<file path="config.mk">
export PLATFORM = sky130hd
export DESIGN_NAME = kmc_host
export DESIGN_NICKNAME = d
export VERILOG_FILES = /design/src/hdl/kmc_pkg.sv /design/src/hdl/kmc_host.sv
export SDC_FILE = /design/constraint.sdc
export NUM_CORES = 1
export LEC_CHECK = 0
export ABC_AREA = 1
export BUFFER_PORTS_ARGS = -buffer_cell sky130_fd_sc_hd__buf_2
export CORE_UTILIZATION = 55
export DETAILED_ROUTE_END_ITERATION = 6
export HOLD_SLACK_MARGIN = 0.02
export MAX_ROUTING_LAYER = met4
export PLACE_DENSITY = 0.86
export SETUP_SLACK_MARGIN = 0.5
export SYNTH_ARGS = -nofsm -noshare
export SYNTH_HDL_FRONTEND = slang
export SYNTH_SLANG_ARGS = --single-unit
</file>
<file path="constraint.sdc">
create_clock -name clock -period 2.8 [get_ports clock]
set_clock_uncertainty 0.15 [all_clocks]
set_input_delay 0.14 -clock clock [delete_from_list [all_inputs] [get_ports clock]]
set_output_delay 0.14 -clock clock [all_outputs]
set_load 0.1 [all_outputs]
</file>
<file path="src/hdl/kmc_pkg.sv">
// How it works
// - F3h asks new auto-repeat rate and delay
// - ack follows F3h, then option byte next
// - option bits 0-4 set repeat rate
// - option bits 5-6 set delay, bit7 ignored
// - second ack after the auto-repeat option
// - enable F4h flushes, scans, answers FAh
// - disable F5h resets, acks, stops scanning
// - resend FEh acks then repeats last byte
// - reset FFh acks, self-tests, sends AAh/FCh
// - E6h acks and selects 1:1 scaling
// - E7h acks and selects 2:1 scaling
// - E8h acks, then option 00h-03h resolution
// - second ack after resolution option byte
// - E9h acks then sends three status bytes
// - status byte one bit0 is right button
// - bit1 middle button, bit2 left button
package kmc_pkg;
	localparam logic [7:0] CMD_SET_REPEAT = 8'hF3;
	localparam logic [7:0] CMD_ENABLE = 8'hF4;
	localparam logic [7:0] CMD_DISABLE = 8'hF5;
	localparam logic [7:0] CMD_RESEND = 8'hFE;
	localparam logic [7:0] CMD_RESET = 8'hFF;
	localparam logic [7:0] CMD_SCALE_1 = 8'hE6;
	localparam logic [7:0] CMD_SCALE_2 = 8'hE7;
	localparam logic [7:0] CMD_SET_RES = 8'hE8;
	localparam logic [7:0] CMD_STATUS = 8'hE9;
	localparam logic [7:0] RSP_ACK = 8'hFA;
	localparam logic [7:0] RSP_TEST_PASS = 8'hAA;
	localparam logic [7:0] RSP_TEST_FAIL = 8'hFC;
	localparam logic [7:0] RSP_RESEND = 8'hFE;
	localparam int RATE_LSB = 0;
	localparam int RATE_W = 5;
	localparam int DELAY_LSB = 5;
	localparam int DELAY_W = 2;
	localparam int RES_W = 2;
	localparam int BTN_RIGHT = 0;
	localparam int BTN_MIDDLE = 1;
	localparam int BTN_LEFT = 2;
	localparam int STATUS_BYTES = 3;
	localparam int CLK_MHZ = 100;
	localparam int INHIBIT_US = 100;
	localparam int TIMEOUT_US = 20000;
	localparam int INHIBIT_CYCLES = INHIBIT_US * CLK_MHZ;
	localparam int TIMEOUT_CYCLES = TIMEOUT_US * CLK_MHZ;
	localparam logic [3:0] TX_PARITY_IDX = 4'h8;
	localparam logic [3:0] TX_STOP_IDX = 4'h9;
	localparam logic [3:0] TX_ACK_IDX = 4'hA;
	localparam logic [3:0] RX_LAST_IDX = 4'h9;
	localparam logic [7:0] BYTE_RESET = 8'h00;

	typedef enum logic [2:0] {
		ST_IDLE = 3'b000,
		ST_INHIBIT = 3'b001,
		ST_REQUEST = 3'b010,
		ST_TX = 3'b011,
		ST_WAIT_RX = 3'b100,
		ST_RX = 3'b101,
		ST_DONE = 3'b110
	} kmc_state_e;
endpackage

</file>
<file path="src/hdl/kmc_host.sv">
module kmc_host #(
	parameter int INHIBIT_CYCLES = kmc_pkg::INHIBIT_CYCLES,
	parameter int TIMEOUT_CYCLES = kmc_pkg::TIMEOUT_CYCLES
) (
	input wire logic clock,
	input wire logic rst,
	input wire logic cmd_valid,
	input wire logic [7:0] cmd_code,
	input wire logic [7:0] cmd_option,
	input wire logic [4:0] repeat_rate,
	input wire logic [1:0] repeat_delay,
	output logic cmd_ready,
	output logic done,
	output logic cmd_ok,
	output logic cmd_err,
	output logic selftest_pass,
	output logic [7:0] last_rx,
	output logic [7:0] status0,
	output logic [7:0] status1,
	output logic [7:0] status2,
	output logic btn_right,
	output logic btn_middle,
	output logic btn_left,
	input wire logic link_clk_in,
	output logic link_clk_out,
	output logic link_clk_oe,
	input wire logic link_data_in,
	output logic link_data_out,
	output logic link_data_oe
);
	// =====================================================
	// pin synchronisers and edge find
	logic clk_s1, clk_s2, clk_d, dat_s1, dat_s2;
	always_ff @(posedge clock) begin
		clk_s1 <= link_clk_in;
		clk_s2 <= clk_s1;
		clk_d <= clk_s2;
		dat_s1 <= link_data_in;
		dat_s2 <= dat_s1;
	end
	wire logic fall = clk_d & ~clk_s2;

	// =====================================================
	// command decode
	kmc_pkg::kmc_state_e state;
	logic [7:0] cmd, opt, rx_shift;
	logic [8:0] tx_frame;
	logic [3:0] bit_cnt;
	logic [1:0] extra, sidx;
	logic opt_pend, opt_sent, got_ack;
	logic [31:0] timer;
	wire logic is_repeat = cmd_code == kmc_pkg::CMD_SET_REPEAT;
	wire logic is_res = cmd_code == kmc_pkg::CMD_SET_RES;
	wire logic [7:0] repeat_opt = {1'b0, repeat_delay, repeat_rate};
	wire logic [7:0] res_opt = {6'h00, cmd_option[kmc_pkg::RES_W-1:0]};
	wire logic [7:0] opt_sel = is_repeat ? repeat_opt : (is_res ? res_opt : cmd_option);
	// data bytes that follow the ack
	wire logic [1:0] extra_sel = (cmd_code == kmc_pkg::CMD_STATUS) ? 2'd3 :
		(cmd_code == kmc_pkg::CMD_RESET || cmd_code == kmc_pkg::CMD_RESEND) ? 2'd1 : 2'd0;
	wire logic [7:0] rx_byte = rx_shift;
	// odd parity over the eight data bits and the received parity bit
	wire logic rx_par_ok = ^{rx_shift, rx_par} == 1'b1;
	wire logic [7:0] tx_byte = opt_sent ? opt : cmd;
	wire logic timeout = timer >= 32'(TIMEOUT_CYCLES);
	wire logic inhibit_end = timer >= 32'(INHIBIT_CYCLES);
	wire logic is_ack = rx_byte == kmc_pkg::RSP_ACK;
	wire logic is_resend = rx_byte == kmc_pkg::RSP_RESEND;
	logic rx_par;

	// =====================================================
	// sequencer
	always_ff @(posedge clock) begin
		if (rst) begin
			state <= kmc_pkg::ST_IDLE;
			cmd <= kmc_pkg::BYTE_RESET;
			opt <= kmc_pkg::BYTE_RESET;
			rx_shift <= kmc_pkg::BYTE_RESET;
			tx_frame <= 9'h000;
			bit_cnt <= 4'h0;
			extra <= 2'd0;
			sidx <= 2'd0;
			opt_pend <= 1'b0;
			opt_sent <= 1'b0;
			got_ack <= 1'b0;
			timer <= 32'h0;
			rx_par <= 1'b0;
			cmd_ready <= 1'b0;
			done <= 1'b0;
			cmd_ok <= 1'b0;
			cmd_err <= 1'b0;
			selftest_pass <= 1'b0;
			last_rx <= kmc_pkg::BYTE_RESET;
			status0 <= kmc_pkg::BYTE_RESET;
			status1 <= kmc_pkg::BYTE_RESET;
			status2 <= kmc_pkg::BYTE_RESET;
			link_clk_oe <= 1'b0;
			link_data_oe <= 1'b0;
		end else begin
			done <= 1'b0;
			timer <= timer + 32'h1;
			case (state)
				kmc_pkg::ST_IDLE: begin
					cmd_ready <= 1'b1;
					if (cmd_valid && cmd_ready) begin
						cmd_ready <= 1'b0;
						cmd <= cmd_code;
						opt <= opt_sel;
						opt_pend <= is_repeat | is_res;
						opt_sent <= 1'b0;
						got_ack <= 1'b0;
						extra <= extra_sel;
						sidx <= 2'd0;
						cmd_ok <= 1'b0;
						cmd_err <= 1'b0;
						timer <= 32'h0;
						state <= kmc_pkg::ST_INHIBIT;
					end
				end
				kmc_pkg::ST_INHIBIT: begin
					link_clk_oe <= 1'b1;
					tx_frame <= {~^tx_byte, tx_byte};
					if (inhibit_end) begin
						link_data_oe <= 1'b1;
						state <= kmc_pkg::ST_REQUEST;
					end
				end
				kmc_pkg::ST_REQUEST: begin
					link_clk_oe <= 1'b0;
					bit_cnt <= 4'h0;
					timer <= 32'h0;
					state <= kmc_pkg::ST_TX;
				end
				kmc_pkg::ST_TX: begin
					if (fall) begin
						bit_cnt <= bit_cnt + 4'h1;
						if (bit_cnt <= kmc_pkg::TX_PARITY_IDX)
							link_data_oe <= ~tx_frame[bit_cnt];
						else if (bit_cnt == kmc_pkg::TX_STOP_IDX)
							link_data_oe <= 1'b0;
						else begin
							timer <= 32'h0;
							state <= dat_s2 ? kmc_pkg::ST_DONE : kmc_pkg::ST_WAIT_RX;
							cmd_err <= dat_s2;
						end
					end else if (timeout) begin
						link_data_oe <= 1'b0;
						cmd_err <= 1'b1;
						state <= kmc_pkg::ST_DONE;
					end
				end
				kmc_pkg::ST_WAIT_RX: begin
					bit_cnt <= 4'h0;
					if (fall && !dat_s2)
						state <= kmc_pkg::ST_RX;
					else if (timeout) begin
						cmd_err <= 1'b1;
						state <= kmc_pkg::ST_DONE;
					end
				end
				kmc_pkg::ST_RX: begin
					if (fall) begin
						bit_cnt <= bit_cnt + 4'h1;
						if (bit_cnt < kmc_pkg::TX_PARITY_IDX)
							rx_shift <= {dat_s2, rx_shift[7:1]};
						else if (bit_cnt == kmc_pkg::TX_PARITY_IDX)
							rx_par <= dat_s2;
						else begin
							timer <= 32'h0;
							last_rx <= rx_byte;
							state <= kmc_pkg::ST_WAIT_RX;
							if (!dat_s2 || !rx_par_ok) begin
								cmd_err <= 1'b1;
								state <= kmc_pkg::ST_DONE;
							end else if (!got_ack) begin
								if (is_resend) begin
									state <= kmc_pkg::ST_INHIBIT; // repeat our byte
								end else if (!is_ack) begin
									cmd_err <= 1'b1;
									state <= kmc_pkg::ST_DONE;
								end else if (opt_pend) begin
									opt_pend <= 1'b0;
									opt_sent <= 1'b1;
									state <= kmc_pkg::ST_INHIBIT;
								end else begin
									got_ack <= 1'b1;
									if (extra == 2'd0) begin
										cmd_ok <= 1'b1;
										state <= kmc_pkg::ST_DONE;
									end
								end
							end else begin
								sidx <= sidx + 2'd1;
								if (sidx == 2'd0)
									status0 <= rx_byte;
								if (sidx == 2'd1)
									status1 <= rx_byte;
								if (sidx == 2'd2)
									status2 <= rx_byte;
								if (sidx + 2'd1 == extra) begin
									state <= kmc_pkg::ST_DONE;
									if (cmd == kmc_pkg::CMD_RESET) begin
										selftest_pass <= rx_byte == kmc_pkg::RSP_TEST_PASS;
										cmd_ok <= rx_byte == kmc_pkg::RSP_TEST_PASS;
										cmd_err <= rx_byte != kmc_pkg::RSP_TEST_PASS;
									end else
										cmd_ok <= 1'b1;
								end
							end
						end
					end else if (timeout) begin
						cmd_err <= 1'b1;
						state <= kmc_pkg::ST_DONE;
					end
				end
				kmc_pkg::ST_DONE: begin
					link_data_oe <= 1'b0;
					link_clk_oe <= 1'b0;
					done <= 1'b1;
					state <= kmc_pkg::ST_IDLE;
				end
				default: state <= kmc_pkg::ST_IDLE;
			endcase
		end
	end

	// =====================================================
	// button view of status byte one
	always_ff @(posedge clock) begin
		if (rst) begin
			btn_right <= 1'b0;
			btn_middle <= 1'b0;
			btn_left <= 1'b0;
			link_clk_out <= 1'b0;
			link_data_out <= 1'b0;
		end else begin
			btn_right <= status0[kmc_pkg::BTN_RIGHT];
			btn_middle <= status0[kmc_pkg::BTN_MIDDLE];
			btn_left <= status0[kmc_pkg::BTN_LEFT];
		end
	end

	// =====================================================
	// checks
	wire logic opt_start = state == kmc_pkg::ST_RX && fall && bit_cnt == kmc_pkg::TX_STOP_IDX
		&& opt_pend && !got_ack && is_ack && dat_s2 && rx_par_ok;
	chk_opt_after_ack: assert property (@(posedge clock) disable iff (rst)
		(state == kmc_pkg::ST_TX && opt_sent) |-> !opt_pend)
		else $error("option byte sent with option still pending");
	chk_opt_two_byte: assert property (@(posedge clock) disable iff (rst)
		opt_start |=> state == kmc_pkg::ST_INHIBIT && opt_sent)
		else $error("no option byte after first ack");
	chk_repeat_pack: assert property (@(posedge clock) disable iff (rst)
		(cmd_valid && cmd_ready && is_repeat) |=> !opt[7] && opt[6:5] == $past(repeat_delay))
		else $error("repeat option byte packed wrong");
	chk_res_range: assert property (@(posedge clock) disable iff (rst)
		(cmd_valid && cmd_ready && is_res) |=> opt[7:2] == 6'h00)
		else $error("resolution option out of range");
	chk_inhibit_clk: assert property (@(posedge clock) disable iff (rst)
		state == kmc_pkg::ST_REQUEST |-> link_clk_oe && link_data_oe)
		else $error("request without clock inhibit and data low");
	chk_done_pulse: assert property (@(posedge clock) disable iff (rst)
		done |=> !done && state == kmc_pkg::ST_IDLE && cmd_ready)
		else $error("done not a single pulse");
	chk_done_result: assert property (@(posedge clock) disable iff (rst)
		done |-> cmd_ok != cmd_err)
		else $error("done without single outcome");
	chk_btn_follow: assert property (@(posedge clock) disable iff (rst)
		##1 btn_right == $past(status0[0]) && btn_middle == $past(status0[1])
		&& btn_left == $past(status0[2]))
		else $error("buttons do not follow status");
	cov_status: cover property (@(posedge clock) done && cmd_ok && cmd == kmc_pkg::CMD_STATUS);
	cov_repeat: cover property (@(posedge clock) done && cmd_ok && cmd == kmc_pkg::CMD_SET_REPEAT);
	cov_reset: cover property (@(posedge clock) done && cmd == kmc_pkg::CMD_RESET);
	cov_err: cover property (@(posedge clock) done && cmd_err);
endmodule // kmc_host

</file>
==> results.toml, run 1 <==
[synthesis]
syn_area_um2 = 6360
yosys.cell_types.count = 44
ys.flop_type = "dfxtp_1"
yosysWarnings = 0
syn_avg_cell_area_um2 = 6.88
synth_edf_count = 0
async_flop_share_pct = 0
yosys_register_bits = 127
seq_area_frac_synth_pct = 40.0
postSynthCellCount = 924

[drt]
drc = 0
routed_wirelength_mm = 17.1
wl_per_cell_um = 14.5
ant_nets = 0
vias = 6508
drtIter0Drc = 570
via_per_inst = 5.54
dr.pass1.iters = 6

[final_layout]
final_cell_mix = "nand2_1, dfxtp_1, nor2_1"
final_nets = 1057
layout_commonest_cell = "nand2_1"
final_cells = 1174
drive_gt1_share_pct = 15.3
syn2layout_area_growth_pct = 22.8
final_area_um2 = 7800
diodes = 0

[clocking]
cts.path.max_buffers = 2
numCtsBuffers = 17
clk_pin_slew_worst_paths_ps = 60
cts_tree = "yes"
htreeDepth = 4
root_buffer = "clkbuf_16"
clock_latency_ps = 420
cts_sinks = 127

[floorplanning]
row_count = 38
die_h_um = 110
fp.dieArea_um2 = 12000
die_x_um = 110
core_area_um2 = 11000
start_util_pct = 57.6
io_pins = 72

[sta]
layout_setup_ws_ps = 553
fmax_mhz = 445
slew_headroom_pct = 56.1
hold_viol_final = 0
drv_slew = 0
period_minus_slack_ps = 2250
tightest_slew_ps = 653
timing.final.crit_share_pct = 80.3
setup_tns_ps = 0
setup_viol_count_final = 0
rsz0062_at_grt = "false"

[power_and_ir_drop]
vdd_drop_max_mv = 0.735
p_per_area_nw_per_um2 = 740
power.leakage_nw = 3.34

[global_routing]
antenna_found_initial = 0
grt_pass1_vias = 6076
grt_start_max_net_pins = 39
overflow = 0
grt_usage_pct = 30.7
grt_pass1_wl_mm = 27.8

[min_path]
holdCritPathClass = "primary input to flop"
hold_path_depth = 3

[critical_path]
crit_arrival_ps = 2450
worstPathRequired_ps = 3000
crit_path_end_kind = "flop"
start_kind = "primary input"
crit_type = "primary input to flop"
r2r_cells = 8
critPathMaxFanout = 7

[placed_design]
place.gp.congestion = 0.933
dp_hpwl_mm = 11.0
port_buffers = 69
dp_slack_ps = 465
dp.cells = 1114
placed_area_um2 = 6800

[flow_run]
maxCapViolCount = 0

[status]
outcome = "complete, no violations"
==> path summary, 6_finish.rpt <==
check | startpoint | end | slack [ps]
worst max-delay path | cmd_code[2] | opt[5] | 550
worst min-delay path | rst | btn_middle | 120
worst max register to register | state[2] | opt[6] | 610
worst min register to register | clk_s1 | clk_s2 | 180
==> per-stage QoR <==
step                hold WS [ps]  total power, mW  utilization (%)
detailed placement          93.9             3.27             61.7
global route                 147             6.00             70.7
CTS                          103             5.74             69.8
floorplan                   17.7             2.99                -
finish                       122             5.77             70.7
global placement            93.4             3.25             61.7
==> kinds of logic after synthesis <==
family          synth area share, %
compound gates                 12.3
xor+xnor                       4.13
fa+ha+maj                      1.57
buf+inv                        9.17
flops                          40.0
other cells                  0.0590
simple gates                   32.8
==> registers in the layout, indices dropped and copies added, names as in the netlist, 3 cells and up <==
signal / count
bit_cnt: 4
cmd: 8
last_rx: 8
opt: 8
rx_byte: 8
state: 3
status0: 8
status1: 8
status2: 8
timer: 32
tx_frame: 9
==> repair_timing <==
item / CTS / global route
setup buffers: 0 / 3
endpoints found under the setup margin: 9 / 38
resized for setup: 1 / 22
pin swaps: 0 / 2
endpoints found under the hold margin: 19 / 0
hold buffers: 25 / 0
==> report_power, final <==
group,leakage [nW],switching (mW),internal (mW),total (mW)
sequential,1.03,0.128,1.96,2.09
combinational,2.00,0.854,0.404,1.26
clock,0.310,0.802,1.63,2.43
total,3.34,1.78,3.99,5.77
==> per-layer routing <==
metal	up-vias	share of wire, %	wire length [um]	GRT usage, %
met5	-	0	0	-
met4	0	2.4	413	14.1
met3	41	7.8	1330	5.99
met2	316	48	8230	49.8
met1	2940	42	7090	37.0
li1	3211	-	-	-
==> layout make-up <==
class,instances,area [um2]
Clock buffer,22,464
Clock inverter,10,184
Fill cell,857,3230
Inverter,110,415
Multi-Input combinational cell,656,3300
Sequential cell,127,2550
Tap cell,140,175
Timing Repair Buffer,109,712
==> critical path, stage by stage <==
cell,delay [ps]
dlygate4sd3_1,570
buf_2,160
nor4_2,260
nand3_1,210
inv_2,200
nand2_1,100
a31oi_1,200
dlygate4sd3_1,610
==> Yosys cell counts (7+ instances only) <==
library cell | number | area, um2
nand2_1 | 210 | 788
dfxtp_1 | 127 | 2540
ha_1 | 8 | 100
clkbuf_1 | 13 | 48.8
nand4_1 | 39 | 244
buf_2 | 10 | 50.1
inv_1 | 102 | 383
nor2_1 | 120 | 450
xor2_1 | 24 | 210
nand3_1 | 53 | 265
a21oi_1 | 75 | 375
a31oi_1 | 7 | 43.8
buf_4 | 8 | 60.1
nor3_1 | 18 | 90.1
o21ai_0 | 47 | 235
(Power assumes the default switching activity.)
==> run 2: changes to the inputs <==
Settings changed: ABC_AREA 1 to 0.
Clock period 2.8 ns to 2.3 ns, I/O delays scaled along.
==> run 2 against run 1 <==
  * The run now ends with negative setup slack left
  * Largest cell class unchanged
  * Sequential share of layout area is 3.7 points lower
  * Clock power is 13% higher
  * Via count is 6.6% higher
  * Die area is 3.7% lower
  * Non-clock buffer count is 87 higher
  * Count of clock-buffer cells in the layout is 5 lower
  * First-iteration DRC count is 64% higher
  * Register-to-register slack worse by 800 ps
  * Critical path type is now flop to flop
==> results.toml, run 2 <==
[min_path]
holdCritPathClass = "primary input to flop"
min_from = "link_clk_in"
hold_path_depth = 2
whs_endpoint = "clk_s1"

[synthesis]
yosysWarnings = 0
synth_edf_count = 0
async_flop_share_pct = 0
yosysMostFrequentCell = "dfxtp_1"
yosys.area.top_type = "dfxtp_1"
postSynthCellCount = 700
synthTopCellsByCount = "dfxtp_1, nor2_1, nand2_1"
yosys.cell_types.count = 67
ys.flop_type = "dfxtp_1"
synth_area_leaders = "dfxtp_1, mux2i_1, nor2_1, xor2_1, nand2_1"
syn_avg_cell_area_um2 = 8.74
seq_area_frac_synth_pct = 41.6
yosys_register_bits = 127
syn_area_um2 = 6120
synth_top_area_share_pct = 41.6

[clocking]
root_buffer = "clkbuf_8"
cts.path.max_buffers = 2
clock_latency_ps = 560
numCtsBuffers = 17
htreeDepth = 4
cts_sinks = 127
cts_tree = "yes"
clk_pin_slew_worst_paths_ps = 70

[drt]
drtIter0Drc = 932
routed_wirelength_mm = 25.1
ant_nets = 0
drc = 0
via_per_inst = 6.79
dr.pass1.iters = 7
vias = 6940
wl_per_cell_um = 24.6

[final_layout]
final_nets = 905
final_cell_mix = "dfxtp_1, nor2_1, buf_4"
layout_top_registers = "timer x32, tx_frame x9"
top_register = "timer"
largest_reg_flops = 32
postLayoutCoreUtil_pct = 83.5
syn2layout_area_growth_pct = 48.0
drive_gt1_share_pct = 39.4
layout_commonest_cell = "dfxtp_1"

[floorplanning]
io_pins = 72
start_util_pct = 56.4
core_area_um2 = 10800
die_x_um = 107
die_h_um = 107
fp.dieArea_um2 = 11500
row_count = 38

[global_routing]
grt_pass1_vias = 6218
antenna_found_initial = 1
grt_usage_pct = 36.5
grt_start_max_net_pins = 45
grt_pass1_wl_mm = 31.4
overflow = 0

[critical_path]
r2r-start = "rx_byte[6]"
start_kind = "flop"
crit_type = "flop to flop"
r2r_slack_ps = -190
worstPathRequired_ps = 2570
critPathMaxFanout = 5
r2r_cells = 8
timing.rr.end = "state[1]"
crit_path_end_kind = "flop"
crit_arrival_ps = 2760

[placed_design]
port_buffers = 69
dp_slack_ps = 174
place.gp.congestion = 0.915
dp_hpwl_mm = 10.7

[sta]
layout_setup_ws_ps = -188
timing.final.crit_share_pct = 108
rsz0062_at_grt = "true"
tightest_slew_ps = 834
hold_viol_final = 0
fmax_mhz = 402
setup_viol_count_final = 2
period_minus_slack_ps = 2490
drv_slew = 0
slew_headroom_pct = 43.8

[power_and_ir_drop]
vdd_drop_max_mv = 0.533
fin_total_pwr_mw = 6.36
p_per_area_nw_per_um2 = 702
power.leakage_nw = 3.74

[flow_run]
maxCapViolCount = 0

[status]
outcome = "finished, violations left"
violations = "negative setup slack"
==> run 2: cell types whose count changed in the layout (fill, tap and decap cells not counted), sizes merged, moves of 10 or more <==
| cell | delta |
|---|---|
| a211oi | +11 |
| inv | -92 |
| nand4 | -23 |
| nand2 | -149 |
| nand3 | -27 |
| buf | +84 |
| a21oi | -37 |
| xnor2 | +13 |
| o21ai | -40 |
| and3 | +10 |
| mux2i | +51 |
| nor2 | -17 |
==> run 2: metrics by stage <==
stage | hold slack, ps | setup TNS (ps) | cells | cell area [um2]
after floorplan | -7.28 | 0 | 701 | 6270
after global placement | 68.2 | 0 | 900 | 6820
after detailed placement | 69.4 | 0 | 900 | 6820
after CTS | 49.8 | 0 | 998 | 8340
after global routing | 54.3 | -699 | 1022 | 9060
final | 61.8 | -355 | 1022 | 9060
==> run 2: final cells by class <==
cell class                 count  area (um2)
antenna                        1        2.50
timing repair buffer         196        1570
inverter                      15        58.8
clock inverter                14         169
sequential                   127        2620
fill                         518        1780
tap                          140         175
clock buffer                  17         414
multi-input combinational    512        4040
==> run 2: where the power goes <==
| part | leakage (nW) | total, mW | internal (mW) | switching [mW] |
|---|---|---|---|---|
| Sequential | 1.05 | 2.41 | 2.30 | 0.116 |
| Clock | 0.284 | 2.75 | 1.65 | 1.10 |
| Combinational | 2.40 | 1.20 | 0.513 | 0.684 |
| Total | 3.74 | 6.36 | 4.45 | 1.90 |
==> run 2: kinds of logic after synthesis <==
group           after synthesis  synth area share [%]
fa+ha+maj                     8                  1.64
simple gates                291                  23.4
buf+inv                      62                  4.56
xor+xnor                     49                  7.46
other cells                   1                0.0613
compound gates              109                  12.0
mux                          53                  9.28
flops                       127                  41.6
==> run 2: per-layer routing <==
layer | up-vias | part of all wire [%] | global-route usage, %
li1 | 2794 | - | -
met5 | - | 0 | -
met1 | 3228 | 34 | 40.1
met4 | 0 | 8.6 | 23.3
met2 | 649 | 46 | 60.4
met3 | 269 | 11 | 7.51
==> run 2: what timing repair did <==
| action | 4_1_cts | 5_1_grt |
|---|---|---|
| pin swaps | 27 | 64 |
| gates cloned | 5 | 1 |
| gates resized for setup | 83 | 124 |
| hold endpoints to repair | 29 | 0 |
| hold buffers | 27 | 0 |
| setup buffers | 35 | 22 |
| setup endpoints to repair | 103 | 96 |
==> run 2: worst max-delay path, cell delays in order, from the launching register on <==
cell,delay [ps]
dfxtp_2,340
xnor3_1,420
or2_1,280
mux2i_4,200
buf_6,150
buf_12,110
a21oi_1,160
nor3_1,400
o32ai_1,140
==> run 2: how the worst max path moves through the flow <==
stage          slack, ps  startpoint  cells past startpoint            to
3_5_place_dp         170   timer[28]                      6  link_data_oe
5_1_grt             -370    state[0]                      7       cmd_err
4_1_cts              170  rx_byte[4]                      7    status0[1]
2_1_floorplan        140  rx_byte[4]                      8      opt_pend
6_report            -190  rx_byte[6]                      8      state[1]
3_3_place_gp         190   timer[24]                      6  link_data_oe
==> run 3: changes to the inputs <==
==> constraint.sdc (replaced) <==
create_clock -name clock -period 2.3 [get_ports clock]
set_clock_uncertainty 0.15 [all_clocks]
set_input_delay 0.23 -clock clock [delete_from_list [all_inputs] [get_ports clock]]
set_output_delay 0.23 -clock clock [all_outputs]
set_load 0.1 [all_outputs]
==> run 3 against run 2 <==
  * The flow still finishes with violations (negative setup slack)
  * Power fell by 4.6%
  * Via count down 0.75%
  * Final area grew 0.91%
  * Critical path depth shrank 1
  * Cell count increased by 1.2%
  * Global-route usage down 1.0 points
  * First-iteration DRC count shrank 1.4%
==> results.toml, run 3 (synthesized netlist as in run 2, its figures left out) <==
[sta]
rsz0062_at_grt = "true"
timing.final.crit_share_pct = 103
setup_viol_count_final = 4
drv_slew = 0
tightest_slew_ps = 698
period_minus_slack_ps = 2370
layout_setup_ws_ps = -72.7
hold_viol_final = 0
setup_tns_ps = -136
holdWs_ps = 76.6
slew_headroom_pct = 53.0
fmax_mhz = 421

[critical_path]
crit_arrival_ps = 2630
critPathMaxStageDelay_ps = 500
cp_num_buf_inv = 1
critPathMaxFanout = 8
crit_type = "flop to flop"
critPathTopFamily = "XOR/XNOR gates"
cp_num_cells = 7
worstPathRequired_ps = 2560
crit_start = "rx_byte[3]"
crit_path_end_kind = "flop"
r2r-start = "rx_byte[3]"
path_cells = "xnor2_2, xnor3_2, mux2i_4, buf_6, nand4_4, mux2i_1, nor2_1"
endpoint = "status1[0]"
r2r_slack_ps = -70
timing.rr.end = "status1[0]"
start_kind = "flop"
cp_slowest_cell = "xnor3_2"
r2r_cells = 7

[global_routing]
grt_usage_pct = 35.5
overflow = 0
grt_pass1_wl_mm = 30.8
grt_pass1_vias = 6249
grt_start_max_net_pins = 44
antenna_found_initial = 1

[final_layout]
largest_reg_flops = 32
syn2layout_area_growth_pct = 49.4
final_area_um2 = 9140
top_register = "timer"
layout_top_registers = "timer x32, tx_frame x9"
final_cell_mix = "dfxtp_1, buf_4, nor2_1"
layout_commonest_cell = "dfxtp_1"
final_nets = 916
drive_gt1_share_pct = 42.4
final_cells = 1034

[power_and_ir_drop]
p_sw_mw = 1.89
vdd_drop_max_mv = 0.504
power.leakage_nw = 3.72
fin_total_pwr_mw = 6.07
pwr-share-comb_pct = 18.9
clkPwrFrac_pct = 41.5
p_per_area_nw_per_um2 = 664
p_sw_share_pct = 31.2
power.internal_mw = 4.18
seq_power_share_pct = 39.6

[status]
outcome = "finished, violations left"
violations = "negative setup slack"

[clocking]
root_buffer = "clkbuf_8"
cts_sinks = 127
numCtsBuffers = 17
clock_latency_ps = 550
cts_tree = "yes"
cts.path.max_buffers = 2
htreeDepth = 4
clk_pin_slew_worst_paths_ps = 70

[flow_run]
maxCapViolCount = 0

[floorplanning]
core_area_um2 = 10800
row_count = 38
die_h_um = 107
die_x_um = 107
io_pins = 72
fp.dieArea_um2 = 11500
start_util_pct = 56.4

[drt]
routed_wirelength_mm = 24.7
vias = 6888
drc = 0
ant_nets = 0
wl_per_cell_um = 23.9
via_per_inst = 6.66
drtIter0Drc = 919
dr.pass1.iters = 6

[placed_design]
dp_hpwl_mm = 10.3
port_buffers = 69
dp.cells = 899
place.gp.congestion = 0.918
placed_area_um2 = 6810

[min_path]
holdCritPathClass = "primary input to flop"
-- run 3: power by group through the flow --
stage	Combinational (mW)	Sequential, mW	Clock [mW]
3_3_place_gp	0.661	2.45	0
2_1_floorplan	0.480	2.48	0
6_report	1.15	2.40	2.52
5_1_grt	1.20	2.41	2.61
4_1_cts	0.892	2.40	2.45
3_5_place_dp	0.688	2.46	0
-- run 3: metrics by stage --
| step | setup WS [ps] | utilization [%] |
|---|---|---|
| 6_report | -72.7 | 84.3 |
| 3_5_place_dp | 176 | 62.8 |
| 2_1_floorplan | 137 | - |
| 5_1_grt | -87.8 | 84.3 |
| 4_1_cts | 198 | 76.5 |
| 3_3_place_gp | 215 | 62.8 |
-- run 3: worst min-delay path by stage --
stage | from | end | depth (start not counted)
3_5_place_dp | clk_s1 | clk_s2 | 0
5_1_grt | cmd_valid | opt[5] | 4
3_3_place_gp | clk_s1 | clk_s2 | 0
6_report | cmd_valid | opt[5] | 4
2_1_floorplan | link_clk_in | clk_s1 | 0
4_1_cts | cmd_valid | state[0] | 4
-- run 3: final cells by class --
class                           instances  area (um2)
Antenna cell                            1        2.50
Clock buffer                           18         439
Clock inverter                         14         105
Fill cell                             463        1700
Inverter                               15        56.3
Multi-Input combinational cell        512        4090
Sequential cell                       127        2650
Tap cell                              140         175
Timing Repair Buffer                  207        1630
-- run 3: timing repair --
| item | 4_1_cts | 5_1_grt |
|---|---|---|
| endpoints found under the hold margin | 25 | 0 |
| resized for setup | 107 | 126 |
| gates cloned | 4 | 2 |
| hold buffers | 26 | 0 |
| endpoints found under the setup margin | 101 | 102 |
| setup buffers | 31 | 39 |
| pin swaps | 49 | 65 |
-- run 3: metal layers --
layer  vias up  GRT usage (%)  part of all wire (%)
met2       631           58.7                    46
li1       2816              -                     -
met4         0           19.3                   8.2
met1      3210           39.5                    35
met5         -              -                     0
met3       231           8.54                    10
-- run 3: tightest hold or removal path, cell delays in order --
cell and delay [ps]:
buf_2 130, nand3_2 170, a221oi_1 70, nor3_1 120
